--- src/dbg_defines.svh ---
// constants for the debug unlock handshake and reset request block
`ifndef DBG_DEFINES_SVH
`define DBG_DEFINES_SVH
// link frame layout: op bit, target bit, then 32 data bits msb first
`define LINK_HDR_BITS     6'h02
`define LINK_LAST_BIT     6'h21
`define LINK_FRAME_BITS   6'h22
`define LINK_OP_WRITE     1'b1
`define TGT_COMM_DATA     1'b0
`define TGT_TOOL_CONFIG   1'b1
// field position of the reset request field in the tool config register
`define RST_REQ_BIT       7
// startup values and command codes
`define COMM_RESET_VAL    32'h0000_0000
`define COMM_CONSUMED     32'h0000_0000
`define KEY_EXCHANGE_CMD  32'h4b45_5943
`define PASSWORD_WORDS    4'h8
// firmware sampling window, in ns, and its length in clock cycles
`define REF_CLK_NS        25
`define WINDOW_NS         50000
`define WINDOW_CYCLES     ((`WINDOW_NS + `REF_CLK_NS - 1) / `REF_CLK_NS)
// spacing between two password words taken from the buffer
`define POP_GAP_CYCLES    8'h10
`endif

--- src/dbg_pkg.sv ---
// types shared by the debug unlock handshake block
package dbg_pkg;
    typedef enum logic [2:0]
    {
        FW_BIST     = 3'h0,
        FW_POST     = 3'h1,
        FW_WAIT     = 3'h2,
        FW_SAMPLE   = 3'h3,
        FW_PASSWORD = 3'h4,
        FW_UNLOCKED = 3'h5,
        FW_LOCKED   = 3'h6
    } fw_state_t;
endpackage

--- src/debug_unlock.sv ---
// debug link slave with startup key exchange and reset request
`timescale 1ns/1ps
`include "dbg_defines.svh"

////////////////////////////////////////////////////////////////////////
// small synchronous fifo with valid and ready on both sides
module dbg_fifo #(
    parameter int WIDTH = 32,
    parameter int DEPTH = 4
) (
    input  wire logic             ref_clk,    // block clock
    input  wire logic             rst,        // sync reset, high
    input  wire logic             in_valid,   // word offered
    output logic                  in_ready,   // room for a word
    input  wire logic [WIDTH-1:0] in_data,    // word in
    output logic                  out_valid,  // word available
    input  wire logic             out_ready,  // consumer takes word
    output logic      [WIDTH-1:0] out_data    // head word
);
    localparam int AW = $clog2(DEPTH);
    logic [WIDTH-1:0] mem [DEPTH];
    logic [AW:0]      wr_ptr;
    logic [AW:0]      rd_ptr;
    logic [AW:0]      next_wr_ptr;
    logic [AW:0]      next_rd_ptr;
    logic             push;
    logic             pop;

    // extra pointer bit tells full from empty
    always_comb
    begin
        in_ready  = (wr_ptr[AW] == rd_ptr[AW])
                  || (wr_ptr[AW-1:0] != rd_ptr[AW-1:0]);
        out_valid = (wr_ptr != rd_ptr);
        out_data  = mem[rd_ptr[AW-1:0]];
        push      = in_valid && in_ready;
        pop       = out_valid && out_ready;
        next_wr_ptr = push ? wr_ptr + 1'b1 : wr_ptr;
        next_rd_ptr = pop ? rd_ptr + 1'b1 : rd_ptr;
    end

    always_ff @(posedge ref_clk)
    begin
        if (rst)
        begin
            wr_ptr <= '0;
            rd_ptr <= '0;
        end
        else
        begin
            wr_ptr <= next_wr_ptr;
            rd_ptr <= next_rd_ptr;
        end
        if (push)
            mem[wr_ptr[AW-1:0]] <= in_data;
    end
endmodule

////////////////////////////////////////////////////////////////////////
// top: link slave, startup firmware sequencer, reset request
module debug_unlock #(
    parameter logic [31:0]  DEVICE_ID     = 32'h1234_5678, // arbitrary
    parameter logic [255:0] PASSWORD      = '0,
    parameter int           WINDOW_CYCLES = `WINDOW_CYCLES,
    parameter int           FIFO_DEPTH    = 4
) (
    input  wire logic ref_clk,       // 40 mhz block clock
    input  wire logic rst,           // power-on reset, sync, high
    input  wire logic link_clk,      // tool link clock, async
    input  wire logic link_frame,    // high during a frame, async
    input  wire logic link_mosi,     // tool to device data, async
    input  wire logic bist_busy,     // self test running, async
    output logic      link_miso,     // device to tool data
    output logic      link_miso_oe,  // high while miso is driven
    output logic      app_reset_req, // application reset request
    output logic      unlocked,      // password accepted
    output logic      window_open,   // key command would be seen
    output logic      pw_full        // password buffer refusing
);
    // two-stage synchronisers plus one stage for edge finding
    logic [2:0] clk_s;
    logic [1:0] frame_s;
    logic [1:0] mosi_s;
    logic [1:0] bist_s;

    always_ff @(posedge ref_clk)
    begin
        clk_s   <= {clk_s[1:0], link_clk};
        frame_s <= {frame_s[0], link_frame};
        mosi_s  <= {mosi_s[0], link_mosi};
        bist_s  <= {bist_s[0], bist_busy};
    end

    logic clk_rise;
    logic clk_fall;
    assign clk_rise = clk_s[1] && !clk_s[2];
    assign clk_fall = !clk_s[1] && clk_s[2];

    ////////////////////////////////////////////////////////////////////
    // link frame decoder
    logic [5:0]  bit_cnt;
    logic [1:0]  hdr;
    logic [31:0] in_sr;
    logic [31:0] out_sr;
    logic        wr_comm;
    logic        wr_cfg;
    logic [31:0] wr_data;
    logic [31:0] comm_data;
    logic [5:0]  next_bit_cnt;
    logic [1:0]  next_hdr;
    logic [31:0] next_in_sr;
    logic [31:0] next_out_sr;
    logic        next_wr_comm;
    logic        next_wr_cfg;
    logic [31:0] next_wr_data;
    logic        next_miso;
    logic        next_miso_oe;

    // a frame cut short never writes; rising edges sample the tool
    always_comb
    begin
        next_bit_cnt = bit_cnt;
        next_hdr     = hdr;
        next_in_sr   = in_sr;
        next_out_sr  = out_sr;
        next_wr_comm = 1'b0;
        next_wr_cfg  = 1'b0;
        next_wr_data = wr_data;
        next_miso    = link_miso;
        next_miso_oe = link_miso_oe;
        if (bist_s[1] || !frame_s[1])
        begin
            next_bit_cnt = '0;
            next_miso_oe = 1'b0;
            next_miso    = 1'b0;
        end
        else if (clk_rise && bit_cnt < `LINK_FRAME_BITS)
        begin
            next_bit_cnt = bit_cnt + 6'h01;
            if (bit_cnt < `LINK_HDR_BITS)
                next_hdr = {hdr[0], mosi_s[1]};
            else
                next_in_sr = {in_sr[30:0], mosi_s[1]};
            // read: snapshot comm data once the header is in
            if (bit_cnt == `LINK_HDR_BITS - 6'h01
                && hdr[0] != `LINK_OP_WRITE)
            begin
                next_out_sr  = comm_data;
                next_miso_oe = 1'b1;
            end
            if (bit_cnt == `LINK_LAST_BIT && hdr[1] == `LINK_OP_WRITE)
            begin
                next_wr_data = {in_sr[30:0], mosi_s[1]};
                next_wr_comm = (hdr[0] == `TGT_COMM_DATA);
                next_wr_cfg  = (hdr[0] == `TGT_TOOL_CONFIG);
            end
        end
        else if (clk_fall && link_miso_oe)
        begin
            // change on falling edge so tool samples on rising edge
            next_miso   = out_sr[31];
            next_out_sr = {out_sr[30:0], 1'b0};
        end
    end

    always_ff @(posedge ref_clk)
    begin
        if (rst)
        begin
            bit_cnt      <= '0;
            hdr          <= '0;
            in_sr        <= '0;
            out_sr       <= '0;
            wr_comm      <= 1'b0;
            wr_cfg       <= 1'b0;
            wr_data      <= '0;
            link_miso    <= 1'b0;
            link_miso_oe <= 1'b0;
        end
        else
        begin
            bit_cnt      <= next_bit_cnt;
            hdr          <= next_hdr;
            in_sr        <= next_in_sr;
            out_sr       <= next_out_sr;
            wr_comm      <= next_wr_comm;
            wr_cfg       <= next_wr_cfg;
            wr_data      <= next_wr_data;
            link_miso    <= next_miso;
            link_miso_oe <= next_miso_oe;
        end
    end

    ////////////////////////////////////////////////////////////////////
    // password buffer between link and firmware
    logic        fifo_in_ready;
    logic        fifo_out_valid;
    logic        fifo_out_ready;
    logic [31:0] fifo_out_data;
    logic        pw_push;

    dbg_fifo #(.WIDTH(32), .DEPTH(FIFO_DEPTH)) pw_fifo (
        .ref_clk   (ref_clk),
        .rst       (rst),
        .in_valid  (pw_push),
        .in_ready  (fifo_in_ready),
        .in_data   (wr_data),
        .out_valid (fifo_out_valid),
        .out_ready (fifo_out_ready),
        .out_data  (fifo_out_data)
    );

    ////////////////////////////////////////////////////////////////////
    // startup firmware sequencer and tool config
    dbg_pkg::fw_state_t state;
    dbg_pkg::fw_state_t next_state;
    logic [31:0] wait_cnt;
    logic [3:0]  pw_cnt;
    logic [7:0]  gap_cnt;
    logic        mismatch;
    logic [31:0] next_wait_cnt;
    logic [3:0]  next_pw_cnt;
    logic [7:0]  next_gap_cnt;
    logic        next_mismatch;
    logic [31:0] next_comm_data;
    logic        next_app_reset_req;
    logic        next_unlocked;
    logic        next_window_open;
    logic        next_pw_full;

    // password words go to the buffer only while it is being drained
    assign pw_push        = wr_comm && (state == dbg_pkg::FW_PASSWORD);
    // drain is paced so a fast tool can fill the buffer
    assign fifo_out_ready = (state == dbg_pkg::FW_PASSWORD)
                          && (gap_cnt == 8'h00);

    always_comb
    begin
        next_state         = state;
        next_wait_cnt      = wait_cnt;
        next_pw_cnt        = pw_cnt;
        next_gap_cnt       = (gap_cnt != 8'h00) ? gap_cnt - 8'h01 : gap_cnt;
        next_mismatch      = mismatch;
        next_unlocked      = unlocked;
        next_comm_data     = wr_comm ? wr_data : comm_data;
        next_app_reset_req = app_reset_req;
        next_pw_full       = wr_comm && (state == dbg_pkg::FW_PASSWORD)
                           && !fifo_in_ready;
        // request follows the field on every write, set or clear
        if (wr_cfg)
            next_app_reset_req = wr_data[`RST_REQ_BIT];
        case (state)
            dbg_pkg::FW_BIST:
                if (!bist_s[1])
                    next_state = dbg_pkg::FW_POST;
            dbg_pkg::FW_POST:
            begin
                // overwrite wins: an early key command is lost here
                next_comm_data = DEVICE_ID;
                next_wait_cnt  = '0;
                next_state     = dbg_pkg::FW_WAIT;
            end
            dbg_pkg::FW_WAIT:
            begin
                next_wait_cnt = wait_cnt + 32'h1;
                if (wait_cnt == 32'(WINDOW_CYCLES - 1))
                    next_state = dbg_pkg::FW_SAMPLE;
            end
            dbg_pkg::FW_SAMPLE:
                if (comm_data == `KEY_EXCHANGE_CMD)
                begin
                    next_pw_cnt   = '0;
                    next_mismatch = 1'b0;
                    next_state    = dbg_pkg::FW_PASSWORD;
                end
                else
                begin
                    next_comm_data = DEVICE_ID;
                    next_state     = dbg_pkg::FW_LOCKED;
                end
            dbg_pkg::FW_PASSWORD:
                if (fifo_out_valid && fifo_out_ready)
                begin
                    // compare word, then mark it consumed for the tool
                    if (fifo_out_data != PASSWORD[255 - 32*pw_cnt[2:0] -: 32])
                        next_mismatch = 1'b1;
                    next_comm_data = wr_comm ? wr_data : `COMM_CONSUMED;
                    next_gap_cnt   = `POP_GAP_CYCLES;
                    next_pw_cnt    = pw_cnt + 4'h1;
                    if (pw_cnt == `PASSWORD_WORDS - 4'h1)
                    begin
                        next_unlocked = !(mismatch || fifo_out_data
                            != PASSWORD[255 - 32*pw_cnt[2:0] -: 32]);
                        next_state = next_unlocked ? dbg_pkg::FW_UNLOCKED
                                                   : dbg_pkg::FW_LOCKED;
                    end
                end
            dbg_pkg::FW_UNLOCKED:
                next_state = state;
            dbg_pkg::FW_LOCKED:
                next_state = state;
            default:
                next_state = dbg_pkg::FW_LOCKED;
        endcase
        next_window_open = (next_state == dbg_pkg::FW_WAIT);
    end

    always_ff @(posedge ref_clk)
    begin
        if (rst)
        begin
            state         <= dbg_pkg::FW_BIST;
            wait_cnt      <= '0;
            pw_cnt        <= '0;
            gap_cnt       <= '0;
            mismatch      <= 1'b0;
            comm_data     <= `COMM_RESET_VAL;
            app_reset_req <= 1'b0;
            unlocked      <= 1'b0;
            window_open   <= 1'b0;
            pw_full       <= 1'b0;
        end
        else
        begin
            state         <= next_state;
            wait_cnt      <= next_wait_cnt;
            pw_cnt        <= next_pw_cnt;
            gap_cnt       <= next_gap_cnt;
            mismatch      <= next_mismatch;
            comm_data     <= next_comm_data;
            app_reset_req <= next_app_reset_req;
            unlocked      <= next_unlocked;
            window_open   <= next_window_open;
            pw_full       <= next_pw_full;
        end
    end
endmodule

--- config.mk ---
export PLATFORM = sky130hd
export DESIGN_NAME = debug_unlock
export DESIGN_NICKNAME = d
export VERILOG_FILES = /design/src/dbg_pkg.sv /design/src/debug_unlock.sv
export VERILOG_INCLUDE_DIRS = /design/src
export SDC_FILE = /design/constraint.sdc
export NUM_CORES = 1
export LEC_CHECK = 0
export BUFFER_PORTS_ARGS = -buffer_cell sky130_fd_sc_hd__buf_2
export CAP_MARGIN = 20
export CORE_AREA = 10 10 197 125
export CTS_CLUSTER_DIAMETER = 30
export DETAILED_ROUTE_END_ITERATION = 8
export DIE_AREA = 0 0 207 135
export PLACE_DENSITY = 0.8
export SLEW_MARGIN = 20
export SYNTH_ARGS = -nofsm -noshare
export SYNTH_HDL_FRONTEND = slang
export SYNTH_SLANG_ARGS = --single-unit
--- constraint.sdc ---
create_clock -name ref_clk -period 3.6 [get_ports ref_clk]
set_clock_uncertainty 0.2 [all_clocks]
set_input_delay 0.9 -clock ref_clk [delete_from_list [all_inputs] [get_ports ref_clk]]
set_output_delay 0.9 -clock ref_clk [all_outputs]
set_load 0.01 [all_outputs]
==> reports/results.txt <==
Status: finished clean
Vias: 9569
Synth top area share: 32.59%
Largest family of logic cells by synthesized area: simple AND/OR/NAND/NOR gates
WHS Endpoint: bist_s[1]
Cts repair resizes: 0
P per Cell Area: 596.1 nW/um2
Reg-to-reg slack, setup: 0.83 ns
Gr ovfl total: 0
Max-slew violation count: 0
Die Y-Extent: 135 um
Die area: 27950 um2
Post-synth ARST share: 0%
Clk_lat worst skew: 0.51 ns
IO buf count: 11
Non-Filler Instances: 1542
# Post-CTS Setup Buffers: 0
Bufs and invs on worst path: 2
Vias per cell: 6.206
Final Hold Viols: 0
Tmin final: 2.765 ns
Worst hold path cell count: 0
Largest net degree at the start of global routing: 67
Ys Warns: 0
CTS buffer count: 39
Number of global-route vias before repair: 8839
Share of the yosys chip area belonging to registers: 62.67%
Post-synthesis instance area: 12780 um2
Leading area contributor after synthesis: dfxtp_1
H-tree depth: 2
Final hold slack: 0.1274 ns
DP Area: 13010 um2
Dpl hpwl: 19150 um
Hold Path Origin: bist_s[0]
Multiplexer share of the synthesized area: 0.3134%
Sink Count: 336
CTS tree: yes
Synth area leaders: dfxtp_1 33%, edfxtp_1 30%, nand2_1 7.4%, a21oi_1 4.7%, a311oi_1 2.8%
Area growth from synthesis to layout: 12.58%
Max VDD drop: 568.4 uV
Worst r2r path cells: 8
Io pins: 12
Post-Synth Simple-Gate Area: 19.79%
Slew @ Worst Pin: 1.052 ns
Hold Path Class: reg2reg
DRC viols: 0
Worst path arrival time: 2.93 ns
Diode count: 0
First-pass GRT wire length: 47380 um
Synth Area in Adders: 0.9792%
Worst setup EP type: flop
Detail Route Antenna Nets: 0
FF+latch count, synth: 336
RSZ-0062 raised after global routing: false
Core Rows: 41
Most common flop cell mapped by yosys: dfxtp_1
Final worst path period share: 76.81%
Placed Cells: 1471
Post-synth EDFFs: 128
Synthesized area per cell: 10.32 um2
Layout cells sized above 1: 8.709%
Initial antenna violation count: 2
CP Data Required Time: 3.77 ns
Post-synthesis compound-gate area fraction: 11.86%
RePlAce Congestion: 0.8596
Max stage delay on crit path: 0.46 ns
CP Launch Type: flop
Max Cap Viol: 0
Lkg Pwr: 4.647 nW
Clock Path Buffers: 3
Slowest CP cell: and2_1
Post-Syn Nets: 1254
Clock Pin Slew Worst Setup and Hold Paths: 0.06 ns
Synth unique cells: 60
Top Family by Delay on Critical Path: simple AND/OR/NAND/NOR gates
DR iter-0 viols: 1027
Wire length per cell: 19.27 um
Die Wd: 207 um
Post-Route WL: 29720 um
Reg2reg start: gap_cnt[0]
Drt pass-1 iters: 5
Post-Synth XOR/XNOR Area: 1.371%
Peak Freq: 361.6 MHz
Hold buffers post-CTS: 0
Clock Tree Root: clkbuf_16
Final nets: 1249
Worst slew margin: 29.81%
Starting Density: 61.35%
Core area: 20830 um2
Setup-failing EPs final: 0
FF-to-FF End: comm_data[12]
Type of the worst setup path: reg2reg
Synthesized instance count: 1238
CP Cell Sequence: inv_1 -> ha_1 -> nor4b_1 -> and2_1 -> nand2_1 -> buf_4 -> nand2b_1 -> o22ai_1
Fin area: 14390 um2
CP Max Fanout: 24
Setup tns final: 0 ns
GRT Total Usage: 20.62%
## sequential cells by signal, indices dropped and copies added (netlist names), 2 cells and up, named ones only
| register | count |
|---|---|
| pw_fifo.mem | 128 |
| comm_data | 32 |
| out_sr | 32 |
| wait_cnt | 32 |
| wr_data | 32 |
| in_sr | 31 |
| gap_cnt | 8 |
| bit_cnt | 6 |
| pw_cnt | 4 |
| clk_s | 3 |
| pw_fifo.rd_ptr | 3 |
| pw_fifo.wr_ptr | 3 |
| state | 3 |
| bist_s | 2 |
| frame_s | 2 |
| hdr | 2 |
| mosi_s | 2 |
## report_power, final
part           internal (mW)  leakage [nW]  switching, mW
combinational          0.149          1.11          0.256
clock                   2.51         0.674           1.62
sequential              3.98          2.87         0.0613
total                   6.64          4.65           1.94
## routing by layer
layer / up-vias / wire, um / GRT usage [%]
met5: - / 0 / 0
met4: 0 / 506 / 5.087
met3: 59 / 3044 / 4.514
met2: 477 / 12890 / 31.18
met1: 4552 / 13280 / 29.44
li1: 4481 / - / -
## cell usage after synthesis (all sizes together), types with 5 or more instances
master  count
nor4b       5
o31ai       6
and2        9
and3       10
nor2       90
nor3       22
nand2     252
xnor2      11
nand3      46
a311oi     41
nand2b      7
edfxtp    128
buf        20
a31oi      10
ha         10
clkbuf     56
inv        10
nand4      22
o21ai      28
a21oi     122
nand3b      6
o22ai      13
xor2        9
dfxtp     208
or4         5
nor4       38
## cells in the final DEF, fill, tap and decap left out, types with 11 or more instances in the layout
master     synthesis  final
nor3_1            20     20
clkbuf_16          0     41
o22ai_1           13     13
a311oi_1          41     41
a21oi_1          121    120
dfxtp_1          208    208
nand4_1           22     22
nor4_1            36     36
edfxtp_1         128    128
xnor2_1           11     11
buf_4              0     19
nor2_1            90     90
nand3_1           46     46
nand2_1          252    252
o21ai_0           28     28
## worst max path at each step
stage | from | to | slack, ns | depth (start not counted)
floorplan | state[0] | pw_fifo.mem[3][0] | 0.98 | 4
global placement | rst | wait_cnt[27] | 0.86 | 4
detailed placement | rst | wait_cnt[27] | 0.85 | 4
CTS | gap_cnt[0] | comm_data[6] | 0.88 | 8
global route | gap_cnt[0] | comm_data[6] | 0.63 | 8
finish | gap_cnt[0] | comm_data[12] | 0.83 | 8
## final cells by class
cell class | instances | area, um2
inverters | 10 | 37.54
multi-input cells | 816 | 4403
fillers | 1558 | 6442
well taps | 279 | 349.1
clock inverters | 25 | 320.3
flip-flops and latches | 336 | 8008
repair buffers | 30 | 212.7
clock buffers | 46 | 1055
## cell families after synthesis
family          after synthesis
simple gates                536
mux                           4
fa+ha+maj                    10
xor+xnor                     20
flops                       336
compound gates              246
buf+inv                      86
## per-stage QoR
step / setup WS, ns / power [mW] / utilization, %
after floorplan: 0.9783 / 4.432 / -
after global routing: 0.6308 / 8.836 / 69.07
after CTS: 0.8764 / 8.610 / 69.06
after global placement: 0.8574 / 4.504 / 62.46
final: 0.8348 / 8.574 / 69.07
after detailed placement: 0.8462 / 4.517 / 62.46
Note: power is estimated with default switching activity, not from simulation.
